--- src/common/asbsc_pkg.sv ---
package asbsc_pkg;
	// ------------------------------------------------------------
	// Register map
	// ------------------------------------------------------------
	localparam logic [7:0] ASBSC_STEP6_ADDR = 8'hD6;
	localparam logic [7:0] ASBSC_STEP7_ADDR = 8'hD7;
	localparam logic [15:0] ASBSC_STEP6_RESET = 16'h0006;
	localparam logic [15:0] ASBSC_STEP7_RESET = 16'h0007;
	localparam logic [15:0] ASBSC_WRITE_MASK = 16'hE01F;

	// ------------------------------------------------------------
	// Field positions
	// ------------------------------------------------------------
	localparam int ASBSC_EN_BIT = 15;
	localparam int ASBSC_GAIN_HI = 14;
	localparam int ASBSC_GAIN_LO = 13;
	localparam int ASBSC_NEG_BIT = 4;
	localparam int ASBSC_POS_HI = 3;
	localparam int ASBSC_POS_LO = 0;

	// ------------------------------------------------------------
	// Encodings
	// ------------------------------------------------------------
	// Gain factor as a one-hot of {x4, x2, x1}
	localparam logic [2:0] ASBSC_GAIN_X1 = 3'h1;
	localparam logic [2:0] ASBSC_GAIN_X2 = 3'h2;
	localparam logic [2:0] ASBSC_GAIN_X4 = 3'h4;
	// First positive code that forces automatic negative selection
	localparam logic [3:0] ASBSC_POS_INTERNAL = 4'h8;
	// Negative route codes
	localparam logic [1:0] ASBSC_NEG_GND = 2'h0;
	localparam logic [1:0] ASBSC_NEG_EXT7 = 2'h1;
	localparam logic [1:0] ASBSC_NEG_AUTO = 2'h2;
endpackage

--- src/hw/asbsc_step_cfg.sv ---
// Strobed register access was decided locally.
`timescale 1ns/10ps
// Functional notes
// - Bit 15 enables the step when one, disables it when zero.
// - Bits 14:13 gain: 0 gives 1, 1 gives 2, 2 and 3 give 4.
// - Bit 4 negative input: zero analog ground B, one external input 7.
// - Positive codes 0 to 7 connect external input N.
// - Codes 8,9,10 route temp sensor, internal short, test source A.
// - Codes 11 to 14 route supply monitors with their dividers.
// - Codes 8 and above select negative automatically, ignoring bit 4.
// - Step six register at D6h, reset 0006h.
// - Step seven register at D7h, same layout, reset 0007h.
module asbsc_step_cfg (
	// Clock and reset
	input wire logic ref_clk,
	input wire logic rst_b,
	// Register port
	input wire logic [7:0] reg_addr,
	input wire logic [15:0] reg_wdata,
	input wire logic reg_wr,
	input wire logic reg_rd,
	output logic [15:0] reg_rdata,
	// Step six decoded configuration
	output logic step6_enable_bit,
	output logic [2:0] step6_gain,
	output logic [1:0] step6_neg_route,
	output logic [3:0] step6_pos_input_sel,
	// Step seven decoded configuration
	output logic step7_enable_bit,
	output logic [2:0] step7_gain,
	output logic [1:0] step7_neg_route,
	output logic [3:0] step7_pos_input_sel
);
	import asbsc_pkg::*;

	// ------------------------------------------------------------
	// Decode helpers
	// ------------------------------------------------------------
	// Gain code to one-hot factor; code 3 aliases code 2
	function automatic logic [2:0] gain_of(input logic [15:0] r);
		case (r[ASBSC_GAIN_HI:ASBSC_GAIN_LO])
			2'h0: gain_of = ASBSC_GAIN_X1;
			2'h1: gain_of = ASBSC_GAIN_X2;
			default: gain_of = ASBSC_GAIN_X4;
		endcase
	endfunction

	// Internal sources override the negative select bit
	function automatic logic [1:0] neg_of(input logic [15:0] r);
		if (r[ASBSC_POS_HI:ASBSC_POS_LO] >= ASBSC_POS_INTERNAL) begin
			neg_of = ASBSC_NEG_AUTO;
		end else if (r[ASBSC_NEG_BIT]) begin
			neg_of = ASBSC_NEG_EXT7;
		end else begin
			neg_of = ASBSC_NEG_GND;
		end
	endfunction

	// ------------------------------------------------------------
	// Storage
	// ------------------------------------------------------------
	logic [15:0] aux_seq_step6_config_reg;
	logic [15:0] aux_seq_step7_config_reg;

	// Step six register; reserved bits never store so they cannot leak
	always_ff @(posedge ref_clk or negedge rst_b) begin
		if (!rst_b) begin
			aux_seq_step6_config_reg <= ASBSC_STEP6_RESET;
		end else if (reg_wr && reg_addr == ASBSC_STEP6_ADDR) begin
			aux_seq_step6_config_reg <= reg_wdata & ASBSC_WRITE_MASK;
		end
	end

	// Step seven register, same layout
	always_ff @(posedge ref_clk or negedge rst_b) begin
		if (!rst_b) begin
			aux_seq_step7_config_reg <= ASBSC_STEP7_RESET;
		end else if (reg_wr && reg_addr == ASBSC_STEP7_ADDR) begin
			aux_seq_step7_config_reg <= reg_wdata & ASBSC_WRITE_MASK;
		end
	end

	// Read data one cycle after the strobe; unmapped reads return zero
	always_ff @(posedge ref_clk or negedge rst_b) begin
		if (!rst_b) begin
			reg_rdata <= 16'h0000;
		end else if (reg_rd && reg_addr == ASBSC_STEP6_ADDR) begin
			reg_rdata <= aux_seq_step6_config_reg;
		end else if (reg_rd && reg_addr == ASBSC_STEP7_ADDR) begin
			reg_rdata <= aux_seq_step7_config_reg;
		end else begin
			reg_rdata <= 16'h0000;
		end
	end

	// ------------------------------------------------------------
	// Decoded outputs toward the sequencer and mux
	// ------------------------------------------------------------
	// Gain and route come from flops of their own, loaded at the same
	// edge as the register, so no decode logic sits on the mux controls
	logic [2:0] step6_gain_reg;
	logic [2:0] step7_gain_reg;
	logic [1:0] step6_neg_route_reg;
	logic [1:0] step7_neg_route_reg;

	// Step six decode flops; reset values are the decode of 0006h
	always_ff @(posedge ref_clk or negedge rst_b) begin
		if (!rst_b) begin
			step6_gain_reg <= ASBSC_GAIN_X1;
			step6_neg_route_reg <= ASBSC_NEG_GND;
		end else if (reg_wr && reg_addr == ASBSC_STEP6_ADDR) begin
			step6_gain_reg <= gain_of(reg_wdata);
			step6_neg_route_reg <= neg_of(reg_wdata);
		end
	end

	// Step seven decode flops; reset values are the decode of 0007h
	always_ff @(posedge ref_clk or negedge rst_b) begin
		if (!rst_b) begin
			step7_gain_reg <= ASBSC_GAIN_X1;
			step7_neg_route_reg <= ASBSC_NEG_GND;
		end else if (reg_wr && reg_addr == ASBSC_STEP7_ADDR) begin
			step7_gain_reg <= gain_of(reg_wdata);
			step7_neg_route_reg <= neg_of(reg_wdata);
		end
	end

	// Enable and input code are plain register bits
	assign step6_enable_bit = aux_seq_step6_config_reg[ASBSC_EN_BIT];
	assign step7_enable_bit = aux_seq_step7_config_reg[ASBSC_EN_BIT];
	assign step6_gain = step6_gain_reg;
	assign step7_gain = step7_gain_reg;
	assign step6_neg_route = step6_neg_route_reg;
	assign step7_neg_route = step7_neg_route_reg;
	// Codes 0..7 pick external input N, 8..14 the internal sources
	assign step6_pos_input_sel = aux_seq_step6_config_reg[ASBSC_POS_HI:ASBSC_POS_LO];
	assign step7_pos_input_sel = aux_seq_step7_config_reg[ASBSC_POS_HI:ASBSC_POS_LO];

	// ------------------------------------------------------------
	// Checks
	// ------------------------------------------------------------
	property p_rst6;
		@(posedge ref_clk) $rose(rst_b) |-> aux_seq_step6_config_reg == 16'h0006;
	endproperty
	a_rst6: assert property (p_rst6) else $error("step6 reset value wrong");

	property p_rst7;
		@(posedge ref_clk) $rose(rst_b) |-> aux_seq_step7_config_reg == 16'h0007;
	endproperty
	a_rst7: assert property (p_rst7) else $error("step7 reset value wrong");

	property p_rd6;
		@(posedge ref_clk) disable iff (!rst_b)
		(reg_rd && reg_addr == 8'hD6 && !reg_wr) |=> reg_rdata == $past(aux_seq_step6_config_reg);
	endproperty
	a_rd6: assert property (p_rd6) else $error("step6 read mismatch");

	property p_wr7;
		@(posedge ref_clk) disable iff (!rst_b)
		(reg_wr && reg_addr == 8'hD7) |=> aux_seq_step7_config_reg == ($past(reg_wdata) & 16'hE01F);
	endproperty
	a_wr7: assert property (p_wr7) else $error("step7 write not stored");

	property p_resv;
		@(posedge ref_clk) disable iff (!rst_b) reg_rdata[12:5] == 8'h00;
	endproperty
	a_resv: assert property (p_resv) else $error("reserved bits read nonzero");

	property p_en;
		@(posedge ref_clk) disable iff (!rst_b)
		(reg_wr && reg_addr == 8'hD6) |=> step6_enable_bit == $past(reg_wdata[15]);
	endproperty
	a_en: assert property (p_en) else $error("step6 enable not following write");

	property p_gain;
		@(posedge ref_clk) disable iff (!rst_b)
		(reg_wr && reg_addr == 8'hD7 && reg_wdata[14]) |=> step7_gain == 3'h4;
	endproperty
	a_gain: assert property (p_gain) else $error("gain code 2/3 not x4");

	property p_neg;
		@(posedge ref_clk) disable iff (!rst_b)
		(step6_pos_input_sel < 4'h8) |-> step6_neg_route == {1'b0, aux_seq_step6_config_reg[4]};
	endproperty
	a_neg: assert property (p_neg) else $error("negative select wrong");

	property p_auto;
		@(posedge ref_clk) disable iff (!rst_b)
		step7_pos_input_sel[3] |-> step7_neg_route == 2'h2;
	endproperty
	a_auto: assert property (p_auto) else $error("auto negative not applied");

	property p_pos;
		@(posedge ref_clk) disable iff (!rst_b)
		(reg_wr && reg_addr == 8'hD6) |=> step6_pos_input_sel == $past(reg_wdata[3:0]);
	endproperty
	a_pos: assert property (p_pos) else $error("positive select not stored");

	// ------------------------------------------------------------
	// Reset defaults
	// ------------------------------------------------------------
	// Checked one edge late: the first edge of a run finds the flops unset
	property p_rst_hold6;
		@(posedge ref_clk) !rst_b |=> aux_seq_step6_config_reg == ASBSC_STEP6_RESET;
	endproperty
	a_rst_hold6: assert property (p_rst_hold6) else $error("step6 reset not held");

	property p_rst_hold7;
		@(posedge ref_clk) !rst_b |=> aux_seq_step7_config_reg == ASBSC_STEP7_RESET;
	endproperty
	a_rst_hold7: assert property (p_rst_hold7) else $error("step7 reset not held");

	property p_rst_rdata;
		@(posedge ref_clk) !rst_b |=> reg_rdata == 16'h0000;
	endproperty
	a_rst_rdata: assert property (p_rst_rdata) else $error("read data not cleared");

	property p_rst_dec6;
		@(posedge ref_clk) !rst_b |=>
		step6_gain == ASBSC_GAIN_X1 && step6_neg_route == ASBSC_NEG_GND;
	endproperty
	a_rst_dec6: assert property (p_rst_dec6) else $error("step6 decode not default");

	property p_rst_dec7;
		@(posedge ref_clk) !rst_b |=>
		step7_gain == ASBSC_GAIN_X1 && step7_neg_route == ASBSC_NEG_GND;
	endproperty
	a_rst_dec7: assert property (p_rst_dec7) else $error("step7 decode not default");

	// ------------------------------------------------------------
	// Storage and read path
	// ------------------------------------------------------------
	property p_wr6;
		@(posedge ref_clk) disable iff (!rst_b)
		(reg_wr && reg_addr == ASBSC_STEP6_ADDR) |=>
		aux_seq_step6_config_reg == ($past(reg_wdata) & ASBSC_WRITE_MASK);
	endproperty
	a_wr6: assert property (p_wr6) else $error("step6 write not stored");

	// A stray write to the other step or an unmapped address must not leak
	property p_hold6;
		@(posedge ref_clk) disable iff (!rst_b)
		!(reg_wr && reg_addr == ASBSC_STEP6_ADDR) |=> $stable(aux_seq_step6_config_reg);
	endproperty
	a_hold6: assert property (p_hold6) else $error("step6 changed without write");

	property p_hold7;
		@(posedge ref_clk) disable iff (!rst_b)
		!(reg_wr && reg_addr == ASBSC_STEP7_ADDR) |=> $stable(aux_seq_step7_config_reg);
	endproperty
	a_hold7: assert property (p_hold7) else $error("step7 changed without write");

	property p_rd7;
		@(posedge ref_clk) disable iff (!rst_b)
		(reg_rd && reg_addr == ASBSC_STEP7_ADDR) |=> reg_rdata == $past(aux_seq_step7_config_reg);
	endproperty
	a_rd7: assert property (p_rd7) else $error("step7 read mismatch");

	// Only the two step addresses answer; everything else reads zero
	property p_rd_miss;
		@(posedge ref_clk) disable iff (!rst_b)
		(reg_rd && reg_addr != ASBSC_STEP6_ADDR && reg_addr != ASBSC_STEP7_ADDR) |=>
		reg_rdata == 16'h0000;
	endproperty
	a_rd_miss: assert property (p_rd_miss) else $error("unmapped read nonzero");

	property p_rd_idle;
		@(posedge ref_clk) disable iff (!rst_b)
		!reg_rd |=> reg_rdata == 16'h0000;
	endproperty
	a_rd_idle: assert property (p_rd_idle) else $error("read data stands too long");

	property p_resv6;
		@(posedge ref_clk) disable iff (!rst_b)
		aux_seq_step6_config_reg[12:5] == 8'h00;
	endproperty
	a_resv6: assert property (p_resv6) else $error("step6 reserved bits stored");

	property p_resv7;
		@(posedge ref_clk) disable iff (!rst_b)
		aux_seq_step7_config_reg[12:5] == 8'h00;
	endproperty
	a_resv7: assert property (p_resv7) else $error("step7 reserved bits stored");

	// ------------------------------------------------------------
	// Decoded controls
	// ------------------------------------------------------------
	property p_en7;
		@(posedge ref_clk) disable iff (!rst_b)
		(reg_wr && reg_addr == ASBSC_STEP7_ADDR) |=> step7_enable_bit == $past(reg_wdata[15]);
	endproperty
	a_en7: assert property (p_en7) else $error("step7 enable not following write");

	property p_gain6_x1;
		@(posedge ref_clk) disable iff (!rst_b)
		(reg_wr && reg_addr == ASBSC_STEP6_ADDR && reg_wdata[14:13] == 2'h0) |=>
		step6_gain == ASBSC_GAIN_X1;
	endproperty
	a_gain6_x1: assert property (p_gain6_x1) else $error("step6 gain code 0 not x1");

	property p_gain6_x2;
		@(posedge ref_clk) disable iff (!rst_b)
		(reg_wr && reg_addr == ASBSC_STEP6_ADDR && reg_wdata[14:13] == 2'h1) |=>
		step6_gain == ASBSC_GAIN_X2;
	endproperty
	a_gain6_x2: assert property (p_gain6_x2) else $error("step6 gain code 1 not x2");

	property p_gain6_x4;
		@(posedge ref_clk) disable iff (!rst_b)
		(reg_wr && reg_addr == ASBSC_STEP6_ADDR && reg_wdata[14]) |=>
		step6_gain == ASBSC_GAIN_X4;
	endproperty
	a_gain6_x4: assert property (p_gain6_x4) else $error("step6 gain code 2/3 not x4");

	property p_onehot6;
		@(posedge ref_clk) disable iff (!rst_b)
		$onehot(step6_gain);
	endproperty
	a_onehot6: assert property (p_onehot6) else $error("step6 gain not one-hot");

	property p_onehot7;
		@(posedge ref_clk) disable iff (!rst_b)
		$onehot(step7_gain);
	endproperty
	a_onehot7: assert property (p_onehot7) else $error("step7 gain not one-hot");

	property p_ext6;
		@(posedge ref_clk) disable iff (!rst_b)
		(reg_wr && reg_addr == ASBSC_STEP6_ADDR && reg_wdata[4] && !reg_wdata[3]) |=>
		step6_neg_route == ASBSC_NEG_EXT7;
	endproperty
	a_ext6: assert property (p_ext6) else $error("step6 negative not input 7");

	property p_gnd7;
		@(posedge ref_clk) disable iff (!rst_b)
		(reg_wr && reg_addr == ASBSC_STEP7_ADDR && !reg_wdata[4] && !reg_wdata[3]) |=>
		step7_neg_route == ASBSC_NEG_GND;
	endproperty
	a_gnd7: assert property (p_gnd7) else $error("step7 negative not ground");

	property p_neg7;
		@(posedge ref_clk) disable iff (!rst_b)
		(step7_pos_input_sel < ASBSC_POS_INTERNAL) |->
		step7_neg_route == {1'b0, aux_seq_step7_config_reg[ASBSC_NEG_BIT]};
	endproperty
	a_neg7: assert property (p_neg7) else $error("step7 negative select wrong");

	property p_auto6;
		@(posedge ref_clk) disable iff (!rst_b)
		(step6_pos_input_sel >= ASBSC_POS_INTERNAL) |-> step6_neg_route == ASBSC_NEG_AUTO;
	endproperty
	a_auto6: assert property (p_auto6) else $error("step6 auto negative not applied");

	property p_pos7;
		@(posedge ref_clk) disable iff (!rst_b)
		(reg_wr && reg_addr == ASBSC_STEP7_ADDR) |=> step7_pos_input_sel == $past(reg_wdata[3:0]);
	endproperty
	a_pos7: assert property (p_pos7) else $error("step7 positive not stored");
endmodule

--- config.mk ---
export PLATFORM = sky130hd
export DESIGN_NAME = asbsc_step_cfg
export DESIGN_NICKNAME = d
export VERILOG_FILES = /design/src/common/asbsc_pkg.sv /design/src/hw/asbsc_step_cfg.sv
export SDC_FILE = /design/constraint.sdc
export NUM_CORES = 1
export LEC_CHECK = 0
export BUFFER_PORTS_ARGS = -buffer_cell sky130_fd_sc_hd__buf_2
export CAP_MARGIN = 40
export CORE_MARGIN = 3
export CORE_UTILIZATION = 45
export DETAILED_ROUTE_END_ITERATION = 10
export MAX_ROUTING_LAYER = met4
export PLACE_DENSITY_LB_ADDON = 0.25
export SETUP_SLACK_MARGIN = 0.4
export SLEW_MARGIN = 10
export SYNTH_ARGS = -nofsm -noshare
export SYNTH_HDL_FRONTEND = slang
export SYNTH_SLANG_ARGS = --single-unit
--- constraint.sdc ---
create_clock -name ref_clk -period 1 [get_ports ref_clk]
set_input_delay 0.2 -clock ref_clk [delete_from_list [all_inputs] [get_ports ref_clk]]
set_output_delay 0.2 -clock ref_clk [all_outputs]
set_load 0.1 [all_outputs]
Yosys cells after proc, flatten, opt, wreduce, memory -nomap -nowiden
Index checks and enable logic that the tools add are counted.
W data, S select, Z words.

word-level totals
  flip-flop bits (word level) = 42
  input bits = 28
  output and inout port bits = 36

cells by class
  magnitude comparators = 1
  equality and inequality tests = 3
  mux-type cells = 5
  reduce and logical (&&, ||, !) cells = 5

operators by type and width
  kind                  count
  $mux W16              2
  $eq A8 B8 Y1 const B  2
  $pmux W3 S2           1
  $ge A4 B4 Y1 const B  1
  $logic_and A1 B1 Y1   4
  $eq A2 B1 Y1 const B  1
  $logic_not A2 Y1      1
  $mux W2               1
  $mux W1               1

Longest topological paths before layout
Gate-level depths: netlist of run 1.

  word-level depth = 4
  gate-level depth with buffers = 5
  gate-level depth less buffers = 3

Least setup slack after synthesis of run 1
No wires, ideal clock.

  kind = input port to flip-flop
  start = input port reg_addr[5]
  end = register aux_seq_step6_config_reg[15]
  library setup time = 126 ps
  arrival = 1,151 ps
  required time = 874 ps
  path slack = -278 ps
  stages = 5
  path through = and4b_1 and3b_1 buf_6 buf_12 mux2_4

between the ends
  word-level cells in the longest chain between the ends = 2

ends and longest elaborated chain
  item                  RTL line              source
  from (decl)           asbsc_step_cfg.sv:18  input wire logic [7:0] reg_addr,
  $eq A8 B8 Y1          asbsc_step_cfg.sv:69  end else if (reg_wr && reg_addr == ASBSC_STEP6_ADDR) begin
  $logic_and A1 B1 Y1   asbsc_step_cfg.sv:69
  to (signal assigned)  asbsc_step_cfg.sv:70  aux_seq_step6_config_reg <= reg_wdata & ASBSC_WRITE_MASK;
  to (decl)             asbsc_step_cfg.sv:62  logic [15:0] aux_seq_step6_config_reg;

No other way between the ends.
A chain may end at the register's enable or synchronous reset.

Final worst setup path of run 1
  start = register step6_gain_reg[0] (netlist: step6_gain[0])
  end = output port step6_gain[0]

RTL lines
  item                    RTL line               source
  from (decl)             asbsc_step_cfg.sv:101  logic [2:0] step6_gain_reg;
  from (signal assigned)  asbsc_step_cfg.sv:112  step6_gain_reg <= gain_of(reg_wdata);
  to (decl)               asbsc_step_cfg.sv:25   output logic [2:0] step6_gain,

No word-level cell between the ends.

==> out/results.tsv, run 1 <==
metric	value	unit
finalCriticalPeriod	1.359	ns
rsz0062_at_grt	yes	
port_buffers	47	
yosys.area.top_type_share	44.05	%
hold_viol	27	
drt_iter0_markers	36	
synth_cell_types	16	
finClkSkew	0.0007718	ns
path_cells	buf_12	
nNetsFinal	200	
root_buffer	clkbuf_4	
grt.overflow.total	0	
antenna_found_initial	1	
fp.coreArea	3153	sq um
final_cell_mix	30 x buf_12, 25 x mux2_4, 18 x dfrtp_4	
start_kind	flip-flop	
path_depth	1	
synth_compound_area_share	0	%
hold_slack	-0.1920	ns
stdcell_area	2635	sq um
irDropWorstVdd	0.8192	mV
max_freq	0.7360	GHz
drive_gt1_share	78.61	%
maxCapViolCount	0	
dp_hpwl	2372	um
setup.worst_path.start	step6_gain[0]$_DFFE_PN1P_	
num_rows	20	
r2r_cells	3	
dp_cells	191	
first_global_vias	1187	
setup_slack	-0.3586	ns
fillers	167	
power.density	1177	nW/um^2
synth.avg_cell_area	14.47	sq um
cts.sinks	34	
crit_slowest_cell	dfstp_4	
synth-warning-count	0	
via_per_inst	4.890	
cts_max_path_buffers	2	
synth_xor_area_share	0	%
crit_family	flip-flops	
wire_per_inst	17.95	um
cts_tree	done	
hold_path.class	primary input to async pin	
die_h	64.39	um
start_util	48.65	%
h-tree-depth	2	
dieArea	4145	sq um
reg2reg_from	aux_seq_step6_config_reg[0]$_DFFE_PN0P_	
multi_input_area	628.1	sq um
crit_fanout	2	
area_delta_synth_final	71.78	%
num_io_pins	64	
arrival	1.16	ns
seqCellArea	934.6	sq um
synthAdderAreaFrac	0	%
place_area	2257	sq um
grt_pass1_wl	6230	um
synth-simple-area-share	6.117	%
synth_mux_area_share	26.75	%
drc	0	
clock_latency	0.33	ns
final_common_cell	buf_12	
crit_buf_inv	1	
die_x	64.39	um
vias	1066	
required	0.80	ns
final.period_utilization	135.9	%
numCtsBuffers	5	
globalRouteTotalUtil	20.81	%
synth_top_family_by_area	multiplexers	
ys_ff_latch	34	
grt_max_degree	35	
drt_wl_total	3913	um
first_pass_iters	4	
drv_slew	0	
setup_viol	44	
tns	-7.273	ns
synth.top_cells.by_area	dfrtp_1 44%, dfstp_2 12%, mux2_2 12%	
finalNonFillerCells	218	
status	complete, but fails checks	
critical-path-max-stage-delay	0.65	ns
dp_slack	-0.4093	ns
ant_nets	0	
violations	negative hold slack, negative setup slack	
path_clk_slew	0.11	ns
crit_path_end_kind	output pin	
gp_congestion	0.6580	
yosysTopAreaCell	dfrtp_1	
synth_area	1534	sq um
synth_seq_area_share	56.04	%
synth_cells	106	
p_leak	1.222	nW
critPathKind	flip-flop to output pin	
-- timing repair --
action	in CTS	in global routing
endpoints found under the setup margin	62	62
hold endpoints to repair	27	27
pin swaps	6	1
setup buffers	11	6
gates cloned	1	0
gates resized for setup	35	9
-- cell type report --
type / count / area share (%)
Tap cell: 44 / 2.089
Clock inverter: 1 / 0.1899
Sequential cell: 34 / 35.47
Timing Repair Buffer: 72 / 36.23
Antenna cell: 1 / 0.09497
Clock buffer: 7 / 2.089
Multi-Input combinational cell: 59 / 23.84
-- synth_stat cells --
library cell,count
and2b_1,1
and4b_1,2
mux2i_1,8
and3b_1,1
dfstp_2,7
nand4_1,1
mux2_2,16
buf_6,1
buf_4,18
buf_12,1
nand3_1,1
conb_1,1
mux2_4,10
nor2_1,9
nor2b_1,2
dfrtp_1,27
-- per-layer routing --
layer | vias to the layer above | wire length (um) | global-route usage [%]
met4 | 0 | 100 | 10.82
met1 | 540 | 1518 | 22.16
met5 | - | 0 | -
li1 | 473 | - | -
met3 | 11 | 177 | 5.097
met2 | 42 | 2116 | 35.70
-- worst paths after layout --
kind                                                             to  slack (ns)
min in group ref_clk        aux_seq_step6_config_reg[0]$_DFFE_PN0P_        0.11
hold / removal                       step6_neg_route[0]$_DFFE_PN0P_       -0.19
max in group asynchronous   aux_seq_step7_config_reg[2]$_DFFE_PN1P_        0.94
hold reg to reg            aux_seq_step6_config_reg[14]$_DFFE_PN0P_        0.53
setup / recovery                                      step6_gain[0]       -0.36
setup reg to reg            aux_seq_step6_config_reg[0]$_DFFE_PN0P_       -0.06
-- power breakdown --
group	leakage, nW	switching (mW)	internal (mW)
registers	0.413	0.0488	1.44
clock network	0.0353	0.462	0.341
logic	0.774	0.512	0.298
total	1.22	1.02	2.08
-- per-stage QoR --
stage / util (%) / total power [mW]
6_report: 83.57 / 3.102
5_1_grt: 83.57 / 3.206
4_1_cts: 81.23 / 3.081
3_5_place_dp: 71.59 / 2.233
3_3_place_gp: 71.59 / 2.219
2_1_floorplan: - / 2.058
-- kinds of logic (layout without fill, tap and decap cells) --
| logic type | after synthesis | after routing |
|---|---|---|
| flops | 34 | 34 |
| mux | 34 | 34 |
| simple gates | 17 | 17 |
| other cells | 1 | 9 |
| buf+inv | 20 | 80 |
No activity file was read; power rests on OpenSTA's default activity.
==> run 2: changes to the inputs <==
- ABC_AREA: default -> 1
==> run 2 against run 1 <==
Against the previous run: the flow now stops in global routing; synthesized cell count rose by 52%; synthesized area rose by 4.6%.
==> out/results.tsv, run 2 <==
metric	value	unit
status	aborted with a tool error	
stop_stage	global routing	
stop_error	[ERROR DPL-0033] detailed placement checks failed during check placement.	
synth_mux_area_share	0	%
synth_seq_area_share	53.59	%
synth_cells	161	
grt_max_degree	35	
cts.sinks	34	
synth_xor_area_share	0	%
gp_congestion	0.7321	
place_area	2386	sq um
antenna_found_initial	2	
synth_edf_count	0	
synth_compound_area_share	12.95	%
yosys.area.top_type_share	42.12	%
synth_area	1604	sq um
crit_endpoint	step6_gain[0]	
synth_common_cells	52 x nand2_1, 27 x dfrtp_1, 18 x o21ai_2	
synth-simple-area-share	20.12	%
worst_endpoint_kind	primary output	
h-tree-depth	2	
root_buffer	clkbuf_4	
synth.avg_cell_area	9.963	sq um
synth_cell_types	17	
yosysTopAreaCell	dfrtp_1	
dp_hpwl	2585	um
synth-main-ff-cell	dfrtp_1	
start_util	47.32	%
ys_async_sr_fraction	100.0	%
synthAdderAreaFrac	0	%
num_rows	21	
port_buffers	47	
synth-warning-count	0	
yosysMostFrequentCell	nand2_1	
die_x	65.71	um
num_io_pins	64	
synth.top_cells.by_area	dfrtp_1 42%, nand2_1 12%, dfstp_2 11%	
synth_top_family_by_area	simple AND/OR/NAND/NOR gates	
cts_max_path_buffers	2	
numCtsBuffers	5	
die_h	65.71	um
ys_ff_latch	34	
-- run 2: cell types whose count changed after synthesis, moves of 3 or more --
cell,previous run,this run
mux2_4,10,0
o21ai_1,0,8
o21ai_2,0,18
mux2_2,16,0
nor2_1,9,0
buf_6,1,4
nand2_2,0,4
nand2_1,0,52
mux2i_1,8,0
inv_1,0,12
nor2_2,0,3
-- run 2: logic make-up after synthesis --
group                  count (synthesis)
AOI/OAI and AO/OA                     28
other                                  1
and+or+nand+nor                       66
DFF                                   34
buffers and inverters                 32
-- run 2: what timing repair did --
action                     CTS
hold endpoints to repair    27
pin swaps                   22
gates cloned                 5
resized for setup           64
setup buffers               21
setup endpoints to repair   62
hold buffers                 1
-- run 2: per-stage QoR --
stage / TNS (ns) / worst slack, ns / instances
CTS: -6.857 / -0.3721 / 279
detailed placement: -5.677 / -0.2017 / 244
global placement: -4.574 / -0.1660 / 244
floorplan: 0 / 0.03275 / 168
==> run 3: changes to the inputs <==
- CORE_UTILIZATION: 45 -> 30
- MAX_ROUTING_LAYER: met4 -> default
- PLACE_DENSITY_LB_ADDON: 0.25 -> 0.15
- SETUP_SLACK_MARGIN: 0.4 -> default
==> run 3 against run 2 <==
Against the previous run: synthesized area unchanged; the flow now finishes, with violations (negative setup slack); synthesized cell count unchanged.
==> out/results.tsv, run 3 <==
metric	value	unit
drt_iter0_markers	50	
area_delta_synth_final	57.25	%
final_common_cell	nand2_1	
port_buffers	47	
violations	negative setup slack	
hold_slack	0.1437	ns
cts.sinks	34	
irDropWorstVdd	0.8137	mV
die_x	79.12	um
drc	0	
antenna_cells	0	
hold_path.class	primary input to flip-flop	
numCtsBuffers	5	
grt_pass1_wl	6085	um
top_layer	met4	
setup_slack	-0.2770	ns
r2r_end	aux_seq_step7_config_reg[2]$_DFFE_PN1P_	
min_to	aux_seq_step6_config_reg[1]$_DFFE_PN1P_	
critical-path-max-stage-delay	0.63	ns
ys_ff_latch	34	
antenna_found_initial	0	
tns	-3.052	ns
first_global_vias	1339	
cts_tree	done	
clock_latency	0.28	ns
ys_async_sr_fraction	100.0	%
m1WireLength	1331	um
fp.coreArea	4942	sq um
path_depth	1	
start_kind	flip-flop	
setup_viol	28	
synth_cells	161	
reg2reg_from	aux_seq_step7_config_reg[2]$_DFFE_PN1P_	
yosys.area.top_type_share	42.12	%
rrSetupSlack	0.04	ns
arrival	1.08	ns
place_area	2347	sq um
num_rows	25	
power.density	1296	nW/um^2
rsz0062_at_grt	yes	
num_io_pins	64	
synth_seq_area_share	53.59	%
p_leak	1.178	nW
synth.avg_cell_area	9.963	sq um
gp_congestion	0.6977	
final_cell_mix	52 x nand2_1, 31 x buf_12, 19 x buf_2	
crit_buf_inv	1	
r2r_cells	4	
finClkSkew	0.001450	ns
dp_hpwl	2558	um
route.met3.wl	246	um
status	complete, but fails checks	
root_buffer	clkbuf_8	
routed-wl-met2	1941	um
synth_common_cells	52 x nand2_1, 27 x dfrtp_1, 18 x o21ai_2	
power	3.268	mW
hold_viol	0	
finalCriticalPeriod	1.277	ns
ant_nets	0	
synth_area	1604	sq um
crit_path_end_kind	output pin	
drv_slew	0	
synth_cell_types	17	
maxCapViolCount	0	
final_util	51.04	%
synth-warning-count	0	
vias	1199	
hold_depth	3	
globalRouteTotalUtil	12.75	%
yosysMostFrequentCell	nand2_1	
critPathKind	flip-flop to output pin	
via_per_inst	4.120	
synth-main-ff-cell	dfrtp_1	
post_cts_resized	0	
synth_edf_count	0	
crit_family	flip-flops	
grt_max_degree	35	
synth.top_cells.by_area	dfrtp_1 42%, nand2_1 12%, dfstp_2 11%	
hp-start	reg_wdata[1]	
stdcell_area	2522	sq um
cts_max_path_buffers	2	
drive_gt1_share	56.70	%
path_clk_slew	0.06	ns
drt_wl_total	3558	um
yosysTopAreaCell	dfrtp_1	
crit_slowest_cell	dfstp_4	
grt.overflow.total	0	
start_util	32.46	%
final.period_utilization	127.7	%
dieArea	6260	sq um
crit_fanout	2	
first_pass_iters	3	
nNetsFinal	251	
h-tree-depth	2	
required	0.80	ns
path_cells	buf_12	
die_h	79.12	um
max_freq	0.7831	GHz
wire_per_inst	12.23	um
==> run 3: kinds of logic (layout without fill, tap and decap cells) <==
family                 Yosys count  in the layout  share of synthesized area, %
and+or+nand+nor                 66             66                         20.12
DFF                             34             34                         53.59
buffers and inverters           32             88                         13.10
AOI/OAI and AO/OA               28             28                         12.95
other                            1              8                        0.2338
==> run 3: worst max-delay path by stage <==
stage	slack, ns	end	startpoint
2_1_floorplan	0.007	step7_gain[2]$_DFFE_PN0P_	reg_addr[3]
3_3_place_gp	-0.13	reg_rdata[3]$_DFF_PN0_	reg_addr[3]
3_5_place_dp	-0.18	reg_rdata[3]$_DFF_PN0_	reg_addr[3]
4_1_cts	-0.30	step6_gain[0]	step6_gain[0]$_DFFE_PN1P_
5_1_grt	-0.32	step6_gain[0]	step6_gain[0]$_DFFE_PN1P_
6_report	-0.28	step6_gain[0]	step6_gain[0]$_DFFE_PN1P_
==> run 3: where the power goes <==
| group | leakage [nW] | internal, mW | switching (mW) |
|---|---|---|---|
| clock | 0.0455 | 0.561 | 0.466 |
| combinational | 0.714 | 0.234 | 0.529 |
| sequential | 0.419 | 1.43 | 0.0440 |
==> run 3: what timing repair did <==
item | 4_1_cts | 5_1_grt
hold endpoints to repair | 27 | 0
pin swaps | 0 | 0
setup endpoints to repair | 28 | 28
setup buffers | 9 | 1
hold buffers | 1 | 0
==> run 3: final cells by class <==
cell class              count  area, sq um
inverters                  12        45.04
fillers                   484         2420
flip-flops and latches     34        889.6
repair buffers             68        853.3
well taps                  67        83.83
multi-input cells         102        560.5
clock buffers               8        90.09
==> run 3: routing by layer <==
layer  global-route usage (%)  vias to the layer above
li1                         -                      606
met1                    13.05                      555
met2                    23.15                       34
met3                    5.215                        4
met4                    4.639                        0
met5                        0                        -
==> run 3: per-stage QoR <==
stage               setup slack (ns)  std cells
global route                 -0.3221        291
global placement             -0.1345        272
finish                       -0.2770        291
CTS                          -0.2980        290
detailed placement           -0.1796        272
floorplan                   0.006671        168
